--- config.mk ---
export PLATFORM = sky130hd
export DESIGN_NAME = wec_core
export DESIGN_NICKNAME = d
export VERILOG_FILES = /design/src/verilog/wec_pkg.sv /design/src/verilog/wec_core.sv
export VERILOG_INCLUDE_DIRS = /design/src /design/src/verilog
export SDC_FILE = /design/constraint.sdc
export NUM_CORES = 1
export LEC_CHECK = 0
export BUFFER_PORTS_ARGS = -buffer_cell sky130_fd_sc_hd__buf_2
export CORE_UTILIZATION = 62
export CTS_BUF_LIST = sky130_fd_sc_hd__clkbuf_2 sky130_fd_sc_hd__clkbuf_4 sky130_fd_sc_hd__clkbuf_8
export CTS_CLUSTER_SIZE = 14
export DETAILED_ROUTE_END_ITERATION = 8
export PLACE_DENSITY_LB_ADDON = 0.25
export SYNTH_ARGS = -nofsm -noshare
export SYNTH_HDL_FRONTEND = slang
export SYNTH_SLANG_ARGS = --single-unit
--- constraint.sdc ---
create_clock -name CLK_I -period 33.8 [get_ports CLK_I]
set_input_delay 3.38 -clock CLK_I [delete_from_list [all_inputs] [get_ports CLK_I]]
set_output_delay 3.38 -clock CLK_I [all_outputs]
set_load 0.01 [all_outputs]
--- src/verilog/wec_params.svh ---
// constants for the pause, examine and drive-current command block
`ifndef WEC_PARAMS_SVH
`define WEC_PARAMS_SVH

// ----------------------------------------------------------------
// timing
// ----------------------------------------------------------------
`define WEC_CLK_HZ 10000000
`define WEC_MS_TIME 1
`define WEC_MS_CYCLES ((`WEC_CLK_HZ / 1000) * `WEC_MS_TIME)
`define WEC_PAUSE_UNIT_MS 10
`define WEC_PAUSE_CYCLES (`WEC_MS_CYCLES * `WEC_PAUSE_UNIT_MS)
`define WEC_PAUSE_MAX 16'hFDE8

// ----------------------------------------------------------------
// drive current
// ----------------------------------------------------------------
`define WEC_PCT_MAX 7'h64
`define WEC_HOLD_DEF 7'h19
`define WEC_RUN_DEF 7'h32

// ----------------------------------------------------------------
// register offsets and fields
// ----------------------------------------------------------------
`define WEC_OFS_STATUS 8'h00
`define WEC_OFS_CURRENT 8'h04
`define WEC_OFS_PAUSE 8'h08
`define WEC_OFS_SETTLE 8'h0C
`define WEC_OFS_PARAM 8'h40
`define WEC_OFS_PARAM_END 8'h6C
`define WEC_CUR_HOLD_LSB 0
`define WEC_CUR_RUN_LSB 8
`define WEC_ST_PCT_LSB 8

// ----------------------------------------------------------------
// parameter listing
// ----------------------------------------------------------------
`define WEC_NPARAM 12
`define WEC_IDX_CURRENT 4'h4
`define WEC_IDX_SETTLE 5
`define WEC_PARAM_RST 32'h0000_0000

// command letters (ascii)
`define WEC_LTR_PAUSE 8'h57
`define WEC_LTR_EXAM 8'h58
`define WEC_LTR_CUR 8'h59

`endif

--- src/verilog/wec_pkg.sv ---
// types of the pause, examine and drive-current command block
package wec_pkg;

  // interpreter states
  typedef enum logic [1:0] {
    ST_IDLE = 2'b00,
    ST_WMOT = 2'b01,
    ST_WTIME = 2'b10,
    ST_DUMP = 2'b11
  } wec_state_t;

  // one parsed command from the serial front end
  typedef struct packed {
    logic [7:0] letter;
    logic has_d1;
    logic has_d2;
    logic [15:0] d1;
    logic [15:0] d2;
  } wec_cmd_t;

  // one item of a reply to the host
  typedef struct packed {
    logic [7:0] letter;
    logic two;
    logic [15:0] val_a;
    logic [15:0] val_b;
  } wec_rpt_t;

endpackage

--- src/verilog/wec_core.sv ---
// pause, parameter listing and drive-current command logic
//
// The register addresses and the plain strobed port were left to the implementer.
`timescale 1ns/10ps
`include "wec_params.svh"

module wec_core
  import wec_pkg::*;
#(
  parameter int MS_CYCLES = `WEC_MS_CYCLES,
  parameter int PAUSE_CYCLES = `WEC_PAUSE_CYCLES
)
(
  input wire logic CLK_I,
  input wire logic RST_I,
  input wire logic [7:0] ADDR_I,
  input wire logic [31:0] WDATA_I,
  input wire logic WR_I,
  input wire logic RD_I,
  output logic [31:0] RDATA_O,
  input wire logic PROG_MODE_I,
  input wire logic MULTI_AXIS_I,
  input wire logic CMD_VALID_I,
  input wire wec_cmd_t CMD_I,
  output logic CMD_READY_O,
  input wire logic MOTION_BUSY_I,
  input wire logic CONST_MOVE_I,
  input wire logic AT_SPEED_I,
  output logic RPT_VALID_O,
  output wec_rpt_t RPT_O,
  input wire logic RPT_READY_I,
  output logic [6:0] DRIVE_PCT_O,
  output logic DRIVE_ON_O,
  output logic RUN_PHASE_O
);

  // ----------------------------------------------------------------
  // declarations
  // ----------------------------------------------------------------
  wec_state_t state_reg;
  wec_state_t state_next;
  logic cmd_ready_reg;
  logic cmd_take;
  logic is_pause;
  logic is_exam;
  logic is_cur;
  logic [16:0] ms_cnt_reg;
  logic ms_tick_reg;
  logic [16:0] pre_cnt_reg;
  logic [15:0] pause_cnt_reg;
  logic [15:0] settle_cnt_reg;
  logic run_phase_reg;
  logic [6:0] hold_reg;
  logic [6:0] run_reg;
  logic [6:0] drive_pct_reg;
  logic drive_on_reg;
  logic [31:0] prm_reg [0:`WEC_NPARAM-1];
  logic [3:0] dump_idx_reg;
  logic dump_one_reg;
  logic rpt_valid_reg;
  wec_rpt_t rpt_reg;
  logic [31:0] rdata_reg;
  logic motion_done;
  logic pause_tick;
  logic cur_wr;

  // ----------------------------------------------------------------
  // helper functions
  // ----------------------------------------------------------------
  // percentage check shared by the command and the register path
  function automatic logic [6:0] pct_or_def(input logic ok, input logic [15:0] v,
                                            input logic [6:0] def);
    if (ok && v <= {9'h000, `WEC_PCT_MAX})
      pct_or_def = v[6:0];
    else
      pct_or_def = def;
  endfunction

  // listing letters in their fixed order
  function automatic logic [7:0] dump_letter(input logic [3:0] idx);
    case (idx)
      4'h0: dump_letter = 8'h4B;
      4'h1: dump_letter = 8'h49;
      4'h2: dump_letter = 8'h42;
      4'h3: dump_letter = 8'h56;
      4'h4: dump_letter = `WEC_LTR_CUR;
      4'h5: dump_letter = 8'h45;
      4'h6: dump_letter = 8'h44;
      4'h7: dump_letter = 8'h48;
      4'h8: dump_letter = 8'h55;
      4'h9: dump_letter = 8'h54;
      4'hA: dump_letter = 8'h31;
      default: dump_letter = 8'h4E;
    endcase
  endfunction

  // one reply item; the current entry always shows the live settings
  function automatic wec_rpt_t dump_item(input logic [3:0] idx);
    wec_rpt_t r;
    r.letter = dump_letter(idx);
    if (idx == `WEC_IDX_CURRENT)
    begin
      r.two = 1'b1;
      r.val_a = {9'h000, hold_reg};
      r.val_b = {9'h000, run_reg};
    end
    else
    begin
      r.two = (idx <= 4'h3);
      r.val_a = prm_reg[idx][15:0];
      r.val_b = prm_reg[idx][31:16];
    end
    dump_item = r;
  endfunction

  // ----------------------------------------------------------------
  // command decode
  // ----------------------------------------------------------------
  assign cmd_take = CMD_VALID_I && cmd_ready_reg;
  assign is_pause = cmd_take && (CMD_I.letter == `WEC_LTR_PAUSE) && PROG_MODE_I;
  assign is_exam = cmd_take && (CMD_I.letter == `WEC_LTR_EXAM);
  assign is_cur = cmd_take && (CMD_I.letter == `WEC_LTR_CUR);
  assign cur_wr = WR_I && (ADDR_I == `WEC_OFS_CURRENT);

  // a constant-velocity move counts as done once it reaches speed
  assign motion_done = CONST_MOVE_I ? (AT_SPEED_I || !MOTION_BUSY_I)
                                    : !MOTION_BUSY_I;
  assign pause_tick = (pre_cnt_reg == 17'(PAUSE_CYCLES - 1));

  // ----------------------------------------------------------------
  // interpreter state machine
  // ----------------------------------------------------------------
  // next state; timed pause looks at the clock only, never at motion
  always_comb
  begin
    state_next = state_reg;
    case (state_reg)
      ST_IDLE:
      begin
        if (is_pause)
        begin
          if (CMD_I.has_d1 && CMD_I.d1 != 16'h0000)
            state_next = ST_WTIME;
          else
            state_next = ST_WMOT;
        end
        else if (is_exam && !MULTI_AXIS_I && !PROG_MODE_I)
          state_next = ST_DUMP;
        else if (is_cur && !CMD_I.has_d1 && !PROG_MODE_I)
          state_next = ST_DUMP;
      end
      ST_WMOT:
        if (motion_done)
          state_next = ST_IDLE;
      ST_WTIME:
        if (pause_tick && pause_cnt_reg == 16'h0001)
          state_next = ST_IDLE;
      ST_DUMP:
        if (RPT_READY_I && (dump_one_reg || dump_idx_reg == 4'(`WEC_NPARAM - 1)))
          state_next = ST_IDLE;
      default:
        state_next = ST_IDLE;
    endcase
  end

  // state and command acceptance; ready is low while any stall lasts
  always_ff @(posedge CLK_I or posedge RST_I)
  begin
    if (RST_I)
    begin
      state_reg <= ST_IDLE;
      cmd_ready_reg <= 1'b1;
    end
    else
    begin
      state_reg <= state_next;
      cmd_ready_reg <= (state_next == ST_IDLE);
    end
  end

  // ----------------------------------------------------------------
  // time bases
  // ----------------------------------------------------------------
  // free running millisecond tick for the settle delay
  always_ff @(posedge CLK_I or posedge RST_I)
  begin
    if (RST_I)
    begin
      ms_cnt_reg <= 17'h00000;
      ms_tick_reg <= 1'b0;
    end
    else if (ms_cnt_reg == 17'(MS_CYCLES - 1))
    begin
      ms_cnt_reg <= 17'h00000;
      ms_tick_reg <= 1'b1;
    end
    else
    begin
      ms_cnt_reg <= ms_cnt_reg + 17'h00001;
      ms_tick_reg <= 1'b0;
    end
  end

  // pause prescaler restarts at the command so each unit is a full 10 ms
  always_ff @(posedge CLK_I or posedge RST_I)
  begin
    if (RST_I)
      pre_cnt_reg <= 17'h00000;
    else if (state_reg != ST_WTIME || pause_tick)
      pre_cnt_reg <= 17'h00000;
    else
      pre_cnt_reg <= pre_cnt_reg + 17'h00001;
  end

  // pause down-counter, loaded straight from the argument
  always_ff @(posedge CLK_I or posedge RST_I)
  begin
    if (RST_I)
      pause_cnt_reg <= 16'h0000;
    else if (state_reg == ST_IDLE && state_next == ST_WTIME)
    begin
      // values past the top are clamped rather than wrapped
      if (CMD_I.d1 > `WEC_PAUSE_MAX)
        pause_cnt_reg <= `WEC_PAUSE_MAX;
      else
        pause_cnt_reg <= CMD_I.d1;
    end
    else if (state_reg == ST_WTIME && pause_tick)
      pause_cnt_reg <= pause_cnt_reg - 16'h0001;
  end

  // ----------------------------------------------------------------
  // reply stream
  // ----------------------------------------------------------------
  // listing walks every item; a current query sends the one item only
  always_ff @(posedge CLK_I or posedge RST_I)
  begin
    if (RST_I)
    begin
      dump_idx_reg <= 4'h0;
      dump_one_reg <= 1'b0;
      rpt_valid_reg <= 1'b0;
      rpt_reg <= '0;
    end
    else if (state_reg == ST_IDLE && state_next == ST_DUMP)
    begin
      rpt_valid_reg <= 1'b1;
      if (is_exam)
      begin
        dump_idx_reg <= 4'h0;
        dump_one_reg <= 1'b0;
        rpt_reg <= dump_item(4'h0);
      end
      else
      begin
        dump_idx_reg <= `WEC_IDX_CURRENT;
        dump_one_reg <= 1'b1;
        rpt_reg <= dump_item(`WEC_IDX_CURRENT);
      end
    end
    else if (state_reg == ST_DUMP && RPT_READY_I)
    begin
      if (state_next == ST_IDLE)
        rpt_valid_reg <= 1'b0;
      else
      begin
        dump_idx_reg <= dump_idx_reg + 4'h1;
        rpt_reg <= dump_item(dump_idx_reg + 4'h1);
      end
    end
  end

  // ----------------------------------------------------------------
  // drive current
  // ----------------------------------------------------------------
  // hold and run settings from the command or the register port
  always_ff @(posedge CLK_I or posedge RST_I)
  begin
    if (RST_I)
    begin
      hold_reg <= `WEC_HOLD_DEF;
      run_reg <= `WEC_RUN_DEF;
    end
    else if (is_cur && CMD_I.has_d1)
    begin
      hold_reg <= pct_or_def(1'b1, CMD_I.d1, `WEC_HOLD_DEF);
      run_reg <= pct_or_def(CMD_I.has_d2, CMD_I.d2, `WEC_RUN_DEF);
    end
    else if (cur_wr)
    begin
      hold_reg <= pct_or_def(1'b1, {9'h000, WDATA_I[`WEC_CUR_HOLD_LSB +: 7]}, `WEC_HOLD_DEF);
      run_reg <= pct_or_def(1'b1, {9'h000, WDATA_I[`WEC_CUR_RUN_LSB +: 7]}, `WEC_RUN_DEF);
    end
  end

  // run phase lasts through motion and the settle count after it; the free running ms tick can cut its first ms short
  always_ff @(posedge CLK_I or posedge RST_I)
  begin
    if (RST_I)
    begin
      run_phase_reg <= 1'b0;
      settle_cnt_reg <= 16'h0000;
    end
    else if (MOTION_BUSY_I)
    begin
      run_phase_reg <= 1'b1;
      settle_cnt_reg <= prm_reg[`WEC_IDX_SETTLE][15:0];
    end
    else if (run_phase_reg)
    begin
      if (settle_cnt_reg == 16'h0000)
        run_phase_reg <= 1'b0;
      else if (ms_tick_reg)
        settle_cnt_reg <= settle_cnt_reg - 16'h0001;
    end
  end

  // applied level; busy bypasses the phase flop so the switch is at once
  always_ff @(posedge CLK_I or posedge RST_I)
  begin
    if (RST_I)
    begin
      drive_pct_reg <= `WEC_HOLD_DEF;
      drive_on_reg <= 1'b1;
    end
    else if (MOTION_BUSY_I || run_phase_reg)
    begin
      drive_pct_reg <= run_reg;
      drive_on_reg <= (run_reg != 7'h00);
    end
    else
    begin
      drive_pct_reg <= hold_reg;
      drive_on_reg <= (hold_reg != 7'h00);
    end
  end

  // ----------------------------------------------------------------
  // register port
  // ----------------------------------------------------------------
  // stored settings that the listing reports
  generate
    for (genvar i = 0; i < `WEC_NPARAM; i++)
    begin : g_prm
      always_ff @(posedge CLK_I or posedge RST_I)
      begin
        if (RST_I)
          prm_reg[i] <= `WEC_PARAM_RST;
        else if (WR_I && ADDR_I == 8'(`WEC_OFS_PARAM + 4 * i))
          prm_reg[i] <= WDATA_I;
      end
    end
  endgenerate

  // read data stands for the one cycle after the strobe only
  always_ff @(posedge CLK_I or posedge RST_I)
  begin
    if (RST_I)
      rdata_reg <= 32'h0000_0000;
    else if (!RD_I)
      rdata_reg <= 32'h0000_0000;
    else if (ADDR_I == `WEC_OFS_STATUS)
      rdata_reg <= {16'h0000, 1'b0, drive_pct_reg, 4'h0, drive_on_reg, run_phase_reg,
                    state_reg};
    else if (ADDR_I == `WEC_OFS_CURRENT)
      rdata_reg <= {17'h00000, run_reg, 1'b0, hold_reg};
    else if (ADDR_I == `WEC_OFS_PAUSE)
      rdata_reg <= {16'h0000, pause_cnt_reg};
    else if (ADDR_I == `WEC_OFS_SETTLE)
      rdata_reg <= {16'h0000, settle_cnt_reg};
    else if (ADDR_I >= `WEC_OFS_PARAM && ADDR_I <= `WEC_OFS_PARAM_END && ADDR_I[1:0] == 2'b00)
      rdata_reg <= prm_reg[4'(ADDR_I[5:2])];
    else
      rdata_reg <= 32'h0000_0000; // unmapped reads as zero
  end

  // ----------------------------------------------------------------
  // outputs
  // ----------------------------------------------------------------
  assign RDATA_O = rdata_reg;
  assign CMD_READY_O = cmd_ready_reg;
  assign RPT_VALID_O = rpt_valid_reg;
  assign RPT_O = rpt_reg;
  assign DRIVE_PCT_O = drive_pct_reg;
  assign DRIVE_ON_O = drive_on_reg;
  assign RUN_PHASE_O = run_phase_reg;

endmodule // wec_core

==> metrics.md, run 1 <==
| Metric | Value |
|---|---|
| Status | complete, no violations |
| Req. time, crit path | 34.35 ns |
| Drt wl/cell | 27.1 um |
| Core area | 46,600 um^2 |
| Met2 usage | 0.555 |
| DRT iter0 DRCs | 2,668 |
| Antenna violations before repair | 4 |
| Row count | 79 |
| Period minus WS final | 6.05 ns |
| Setup bufs post-CTS | 0 |
| CP max FO | 65 |
| Crit Path Class | in -> reg |
| Hold-fix buffer count after cts | 0 |
| Initial Util | 0.630 |
| Met3 Resource Use GR | 0.0890 |
| Syn nets | 2,406 |
| Total GRT Usage | 0.358 |
| Syn_area_per_cell | 12.7 um^2 |
| Top-count cell post-synth | dfrtp_1 |
| Max-cap violations | 0 |
| DP HPWL | around 52,000 um |
| Skew final | 0.0283 ns |
| Post-synthesis cell count | around 2,300 |
| Final Max Slew Viols | 0 |
| Startpoint Class | primary input |
| IO Count | 177 |
| Final setup vio count | 0 |
| Top cells by area, synth | dfrtp_1 (46%), mux2_2 (15%), mux4_2 (15%), o21ai_0 (2.4%), mux2i_1 (2.0%) |
| Cell Pwr Density | approximately 45 nW/um^2 |
| Setup crit end kind | flop |
| Die area | 48,200 um^2 |
| Drc violations | 0 |
| Synthesized flop and latch total | 555 |
| Asr flop ratio synth | 1.00 |
| Largest register FFs | 384 |
| CP most frequent cell | buf_4 |
| Largest net degree at the start of global routing | 185 |
| Crit-path cells | buf_4 -> buf_4 -> nor3_1 -> nand2_2 -> mux2_2 |
| Num CTS Buffers | 92 |
| Clock-pin transition on the worst setup and hold timing paths | 0.06 ns |
| Tightest Pin Transition | 1.34 ns |
| Grt peak-use layer | met2 |
| Post-synth EDFFs | 0 |
| Met1 GRT Util | 0.495 |
| Top_reg_cell synth | dfrtp_1 |
| Crit path DAT | around 6.6 ns |
| Vias | 21,300 |
| DRT Pass-1 Iters | 8 |
| Final #Nets | between 2,000 and 3,000 |
| Routed WL | 83,700 um |
| Total gr overflow | 0 |
| Worst path buffer plus inverter count | 2 |
| Total Power | 1460 uW |
| Share of the yosys chip area belonging to registers | 0.474 |
| Final ANT Viol Nets | 0 |
| Hold Violations, Final | 0 |
| First-pass GRT wire length | between 100,000 and 150,000 um |
| Min-Delay Path Class | reg -> reg |
| Clk sink count | 555 |
| Crit path largest cell delay | 0.96 ns |
| Clk root buf | clkbuf_8 |
| Die X | 219 um |
| Vias in the first global route | 21,400 |
| RSZ-0062 raised after global routing | false |
| Total negative slack | 0 ns |
| Port Buf Inserts | 175 |
| F_max | ~0.17 GHz |
| Final period util | 0.179 |
| Layout cells sized above 1 | 0.406 |
| Clock Latency Late Sink | 0.69 ns |
| Post-synth top area cell | dfrtp_1 |
| Relative slew margins | 0.101 |
| Max VDD drop | 0.0000276 V |
| Clock buffer depth | 3 |
| Area grow syn2layout | 10.5% |
| Synth Cell Area | approximately 30,000 um^2 |
| Delay-heaviest family, CP | buffers and inverters |
| Post-synth top area share | 0.464 |
| Synth warn | 0 |
| Number of gates resized after cts | 0 |
| TritonCTS clock tree | yes |
| Critical-path top delay cell | buf_4 |
| Netlist cell types | 78 |
| Die height | between 200 and 250 um |
| CTS H-Tree Depth | 3 |
| Gpl congestion | 0.972 |
| Leakage dissipation | 0.0148 uW |
| Post-synth top cells | dfrtp_1 (544), mux2_2 (389), mux4_2 (189) |
| Vias per Instance | 6.91 |
## logic make-up after synthesis
| family | share of synthesized area |
|---|---|
| adders and majority gates | 0.00427 |
| xor gates and xnor gates | 0.0165 |
| muxes | 0.316 |
| and+or+nand+nor | 0.0842 |
| AOI/OAI and AO/OA | 0.0714 |
| DFF | 0.474 |
| buffers and inverters | 0.0338 |
| other | 0.000128 |
## final cells by class
type | count | area [um^2]
multi-input cells | 1533 | 14500
clock buffers | 156 | 1930
clock inverters | 9 | 58.8
flip-flops and latches | 555 | 13900
well taps | 607 | 759
fillers | 3207 | 14100
repair buffers | 205 | 1120
inverters | 20 | 82.6
diodes | 1 | 2.50
## per-layer routing
layer	routed length, um	vias to the layer above
met1	33200	11100
li1	-	8869
met5	11	-
met3	8590	207
met4	2640	2
met2	39300	1182
## worst reg2reg max path, cell delays in order (launching register included)
cell and delay, ns:
dfrtp_4 0.84, inv_1 0.25, ha_4 0.67, buf_4 0.68, mux4_2 0.60, nand3_1 0.10, nand3_1 0.25, o221ai_1 0.27
o21ai_0 0.13
## worst paths after layout
path                                 start               to  depth (start not counted)  slack (ns)
setup / recovery                 ADDR_I[3]     prm_reg[244]                          5       27.75
hold / removal               ms_cnt_reg[0]    ms_cnt_reg[0]                          1        0.48
setup reg to reg           dump_idx_reg[0]         RPT_O[1]                          8       29.87
hold reg to reg              ms_cnt_reg[0]    ms_cnt_reg[0]                          1        0.48
max in group asynchronous            RST_I  dump_idx_reg[0]                          4       28.29
min in group asynchronous            RST_I    ms_cnt_reg[2]                          2        2.88
## through the flow
step	util	std cells	cell area (um^2)	setup WS, ns	hold WS (ns)
final	0.696	3086	32400	27.75	0.482
after global routing	0.696	3086	32400	27.70	0.499
after CTS	0.696	3085	32400	27.85	0.482
after detailed placement	0.653	2920	30400	27.13	0.468
after global placement	0.653	2920	30400	27.20	0.460
after floorplan	-	2303	29300	14.92	0.443
## power breakdown
group | internal (uW) | leakage [uW] | switching (uW)
clock network | 358 | 0.00107 | 275
registers | 691 | 0.00757 | 24.0
logic | 51.8 | 0.00620 | 61.0
## cell usage in the layout (no fill, tap or decap), types with 35 or more instances in the layout
master | Yosys | routed
a21oi_1 | 50 | 49
buf_2 | 76 | 173
clkbuf_4 | 0 | 35
clkbuf_8 | 2 | 121
dfrtp_1 | 544 | 543
mux2_2 | 389 | 389
mux2i_1 | 58 | 58
mux4_2 | 189 | 189
nand2_1 | 125 | 116
nand3_1 | 106 | 106
nor2_1 | 108 | 108
nor3_1 | 46 | 45
o21ai_0 | 142 | 142
Note: power is estimated with default switching activity, not from simulation.
==> inputs of run 2 (changes only) <==
- ABC_AREA: not set -> 1
- CORE_UTILIZATION: 62 -> 57
- clock period: 33.8 -> 5.1 ns (I/O delays scaled with it)
==> run 2 against run 1 <==
  * Clock power increased to 6.8 times the previous value
  * Highest routed layer unchanged
  * Critical endpoint is now RPT_O[8]
  * Utilization down 5.3 points
  * Register-to-register slack got worse by 29 ns
  * Routed wire length increased by 23%
  * Sequential share of layout area fell by 0.089 points
  * Final cell count grew 52%
==> metrics.md, run 2 <==
| Metric | Value |
|---|---|
| Status | complete, no violations |
| Total gr overflow | 0 |
| CTS H-Tree Depth | 3 |
| Worst hold path stage count | 3 |
| Crit path DAT | ~4.4 ns |
| Row count | a little over 80 |
| Commonest non-fill, non-tap cell in the layout | nand2_1 |
| Largest family of logic cells by synthesized area | simple AND/OR/NAND/NOR gates |
| Clock Latency Late Sink | about 0.72 ns |
| Netlist cell types | 55 |
| Final worst setup slack | approximately 1.4 ns |
| Drc violations | 0 |
| Post-Synth Adder-Cell Area | 0.00426 |
| Max VDD drop | 0.000247 V |
| Drt wl/cell | approximately 22 um |
| Design Area, Final | 32,500 um^2 |
| Initial Util | 0.582 |
| Placed cells | 4,531 |
| Final Max Slew Viols | 0 |
| Most frequent cells in the layout | nand2_1 (974), o21ai_0 (667), dfrtp_1 (543) |
| TritonCTS clock tree | yes |
| DRT iter0 DRCs | 3,891 |
| Leakage dissipation | about 0.015 uW |
| IO Count | 177 |
| First-pass GRT wire length | 160,000 um |
| Relative slew margins | 0.224 |
| Flop-to-flop setup slack | 1.36 ns |
| DRT Pass-1 Iters | 8 |
| RSZ-0062 raised after global routing | false |
| Final period util | 0.733 |
| XOR/XNOR Fraction of Synth Area | 0.00775 |
| Die height | 229 um |
| Worst hold margin | 0.0445 ns |
| Top cells by area, synth | dfrtp_1 (46%), nand2_1 (13%), o21ai_0 (11%), a21oi_1 (4.2%), nor2_1 (4.0%) |
| F_max | 0.268 GHz |
| Period minus WS final | 3.74 ns |
| Vias per Instance | 6.20 |
| Final ANT Viol Nets | 0 |
| Clk root buf | clkbuf_8 |
| Largest net degree at the start of global routing | 144 |
| Clock-pin transition on the worst setup and hold timing paths | 0.07 ns |
| Startpoint Class | flop |
| Area grow syn2layout | 10.6% |
| Post-synthesis mux area share | 0 |
| Compound-Gate Fraction of Synth Area | 0.211 |
| Crit path largest cell delay | 0.82 ns |
| Vias in the first global route | about 27,000 |
| Clock buffer depth | 3 |
| Post-synth EDFFs | 0 |
| Post-synth top cells | nand2_1 (986), o21ai_0 (667), dfrtp_1 (544) |
| Vias | 29,200 |
| Antenna violations before repair | 2 |
| Max-cap violations | 0 |
| Final setup vio count | 0 |
| Num CTS Buffers | 94 |
| CP max FO | 56 |
| Skew final | 0.0334 ns |
| Clk sink count | 555 |
| Synthesized flop and latch total | between 500 and 600 |
| Crit-path cells | ha_1 -> inv_1 -> or2_4 -> nor2_2 -> o21ai_2 -> nand2_2 -> nand2_4 -> clkinv_2 -> nand2_4 -> nand2_8 -> nand2_1 -> nand2_4 -> nand2_1 -> nand2_1 |
| Syn nets | between 4,000 and 5,000 |
| DP HPWL | 64,100 um |
| Post-synthesis cell count | 3,901 |
| Tightest Pin Transition | 1.16 ns |
| Layout cells sized above 1 | 0.118 |
| Gpl congestion | 0.981 |
| Top-count cell post-synth | nand2_1 |
| Crit Path Class | reg -> reg |
| Die X | 229 um |
| Min-Delay Path Class | in -> reg |
| Hold Violations, Final | 0 |
| Number of gates resized after cts | 0 |
| Top_reg_cell synth | dfrtp_1 |
| Total GRT Usage | 0.394 |
| Hold Crit Start | WDATA_I[25] |
| Syn_area_per_cell | ~7.5 um^2 |
| Area of placed instances | 30,400 um^2 |
| Reg2Reg Depth | 14 |
| Req. time, crit path | about 5.8 ns |
| Synth Cell Area | 29,400 um^2 |
| Asr flop ratio synth | 1.00 |
| Port Buf Inserts | 175 |
| Synth warn | 0 |
| Cell Pwr Density | 308 nW/um^2 |
| Delay-heaviest family, CP | simple AND/OR/NAND/NOR gates |
| Share of the yosys chip area belonging to registers | 0.473 |
| R2r endpoint | RPT_O[8] |
| Post-place setup slack | about 1.3 ns |
| Largest register FFs | 384 |
| Critical-path top delay cell | dfrtp_4 |
| Synth Area in Simple Gates | 0.228 |
| Die area | 52,400 um^2 |
| Post-synth top area cell | dfrtp_1 |
| Routed WL | about 100,000 um |
| Min-Delay Endpoint | prm_reg[281] |
| Final Non-Filler Cells | between 4,000 and 5,000 |
| Core area | approximately 50,000 um^2 |
| Worst path buffer plus inverter count | 2 |
| Post-synth top area share | 0.464 |
| Final #Nets | just over 4,000 |
| Setup crit end kind | flop |
| Critical R2R Launch | dump_idx_reg[0] |
[run 2: power breakdown]
part           internal (uW)  switching [uW]
Clock                   2440            1900
Sequential              4610             182
Combinational            268             600
Total                   7320            2680
[run 2: repair_timing]
item	4_1_cts	5_1_grt
hold endpoints to repair	22	0
hold buffers	1	0
buffers inserted	0	0
setup endpoints to repair	0	0
[run 2: final cells by class]
cell class	count	area [um^2]
Tap cell	672	841
Clock inverter	9	82.6
Clock buffer	160	1950
Antenna cell	2	5.00
Sequential cell	555	13900
Inverter	281	1060
Multi-Input combinational cell	2803	13300
Fill cell	4494	18000
Timing Repair Buffer	221	1310
[run 2: cells by family (layout without fill, tap and decap cells)]
family,after synthesis,count (layout)
simple gates,1605,1605
fa+ha+maj,10,10
buf+inv,543,671
compound gates,1161,1161
other cells,1,3
flops,555,555
xor+xnor,26,26
[run 2: stage by stage]
stage,total power [uW],setup TNS [ns],util
global route,10300,0,0.643
CTS,9980,0,0.643
floorplan,5370,-1616.63,-
finish,10000,0,0.643
detailed placement,5710,0,0.603
global placement,5690,0,0.603
[run 2: worst reg2reg max path, delay by kind of cell, from the launching register on]
family / cells / cell delay [ns]
compound gates: 1 / 0.06
simple gates: 10 / 2.22
fa+ha+maj: 1 / 0.42
buf+inv: 2 / 0.16
flops: 1 / 0.82
[run 2: routing by layer]
metal / routed length (um) / global-route usage
met4: 6610 / 0.232
met1: 39400 / 0.513
met5: 17 / 0
met2: 45300 / 0.595
met3: 12000 / 0.100
[run 2: how the worst max path moves through the flow]
stage                          from        endpoint  cells after the start
CTS                 dump_idx_reg[0]       RPT_O[19]                     14
floorplan                     RST_I  DRIVE_PCT_O[1]                      1
finish              dump_idx_reg[0]        RPT_O[8]                     14
detailed placement        ADDR_I[5]     RDATA_O[31]                      9
global route        dump_idx_reg[0]       RPT_O[26]                     14
global placement          ADDR_I[5]     RDATA_O[31]                      9
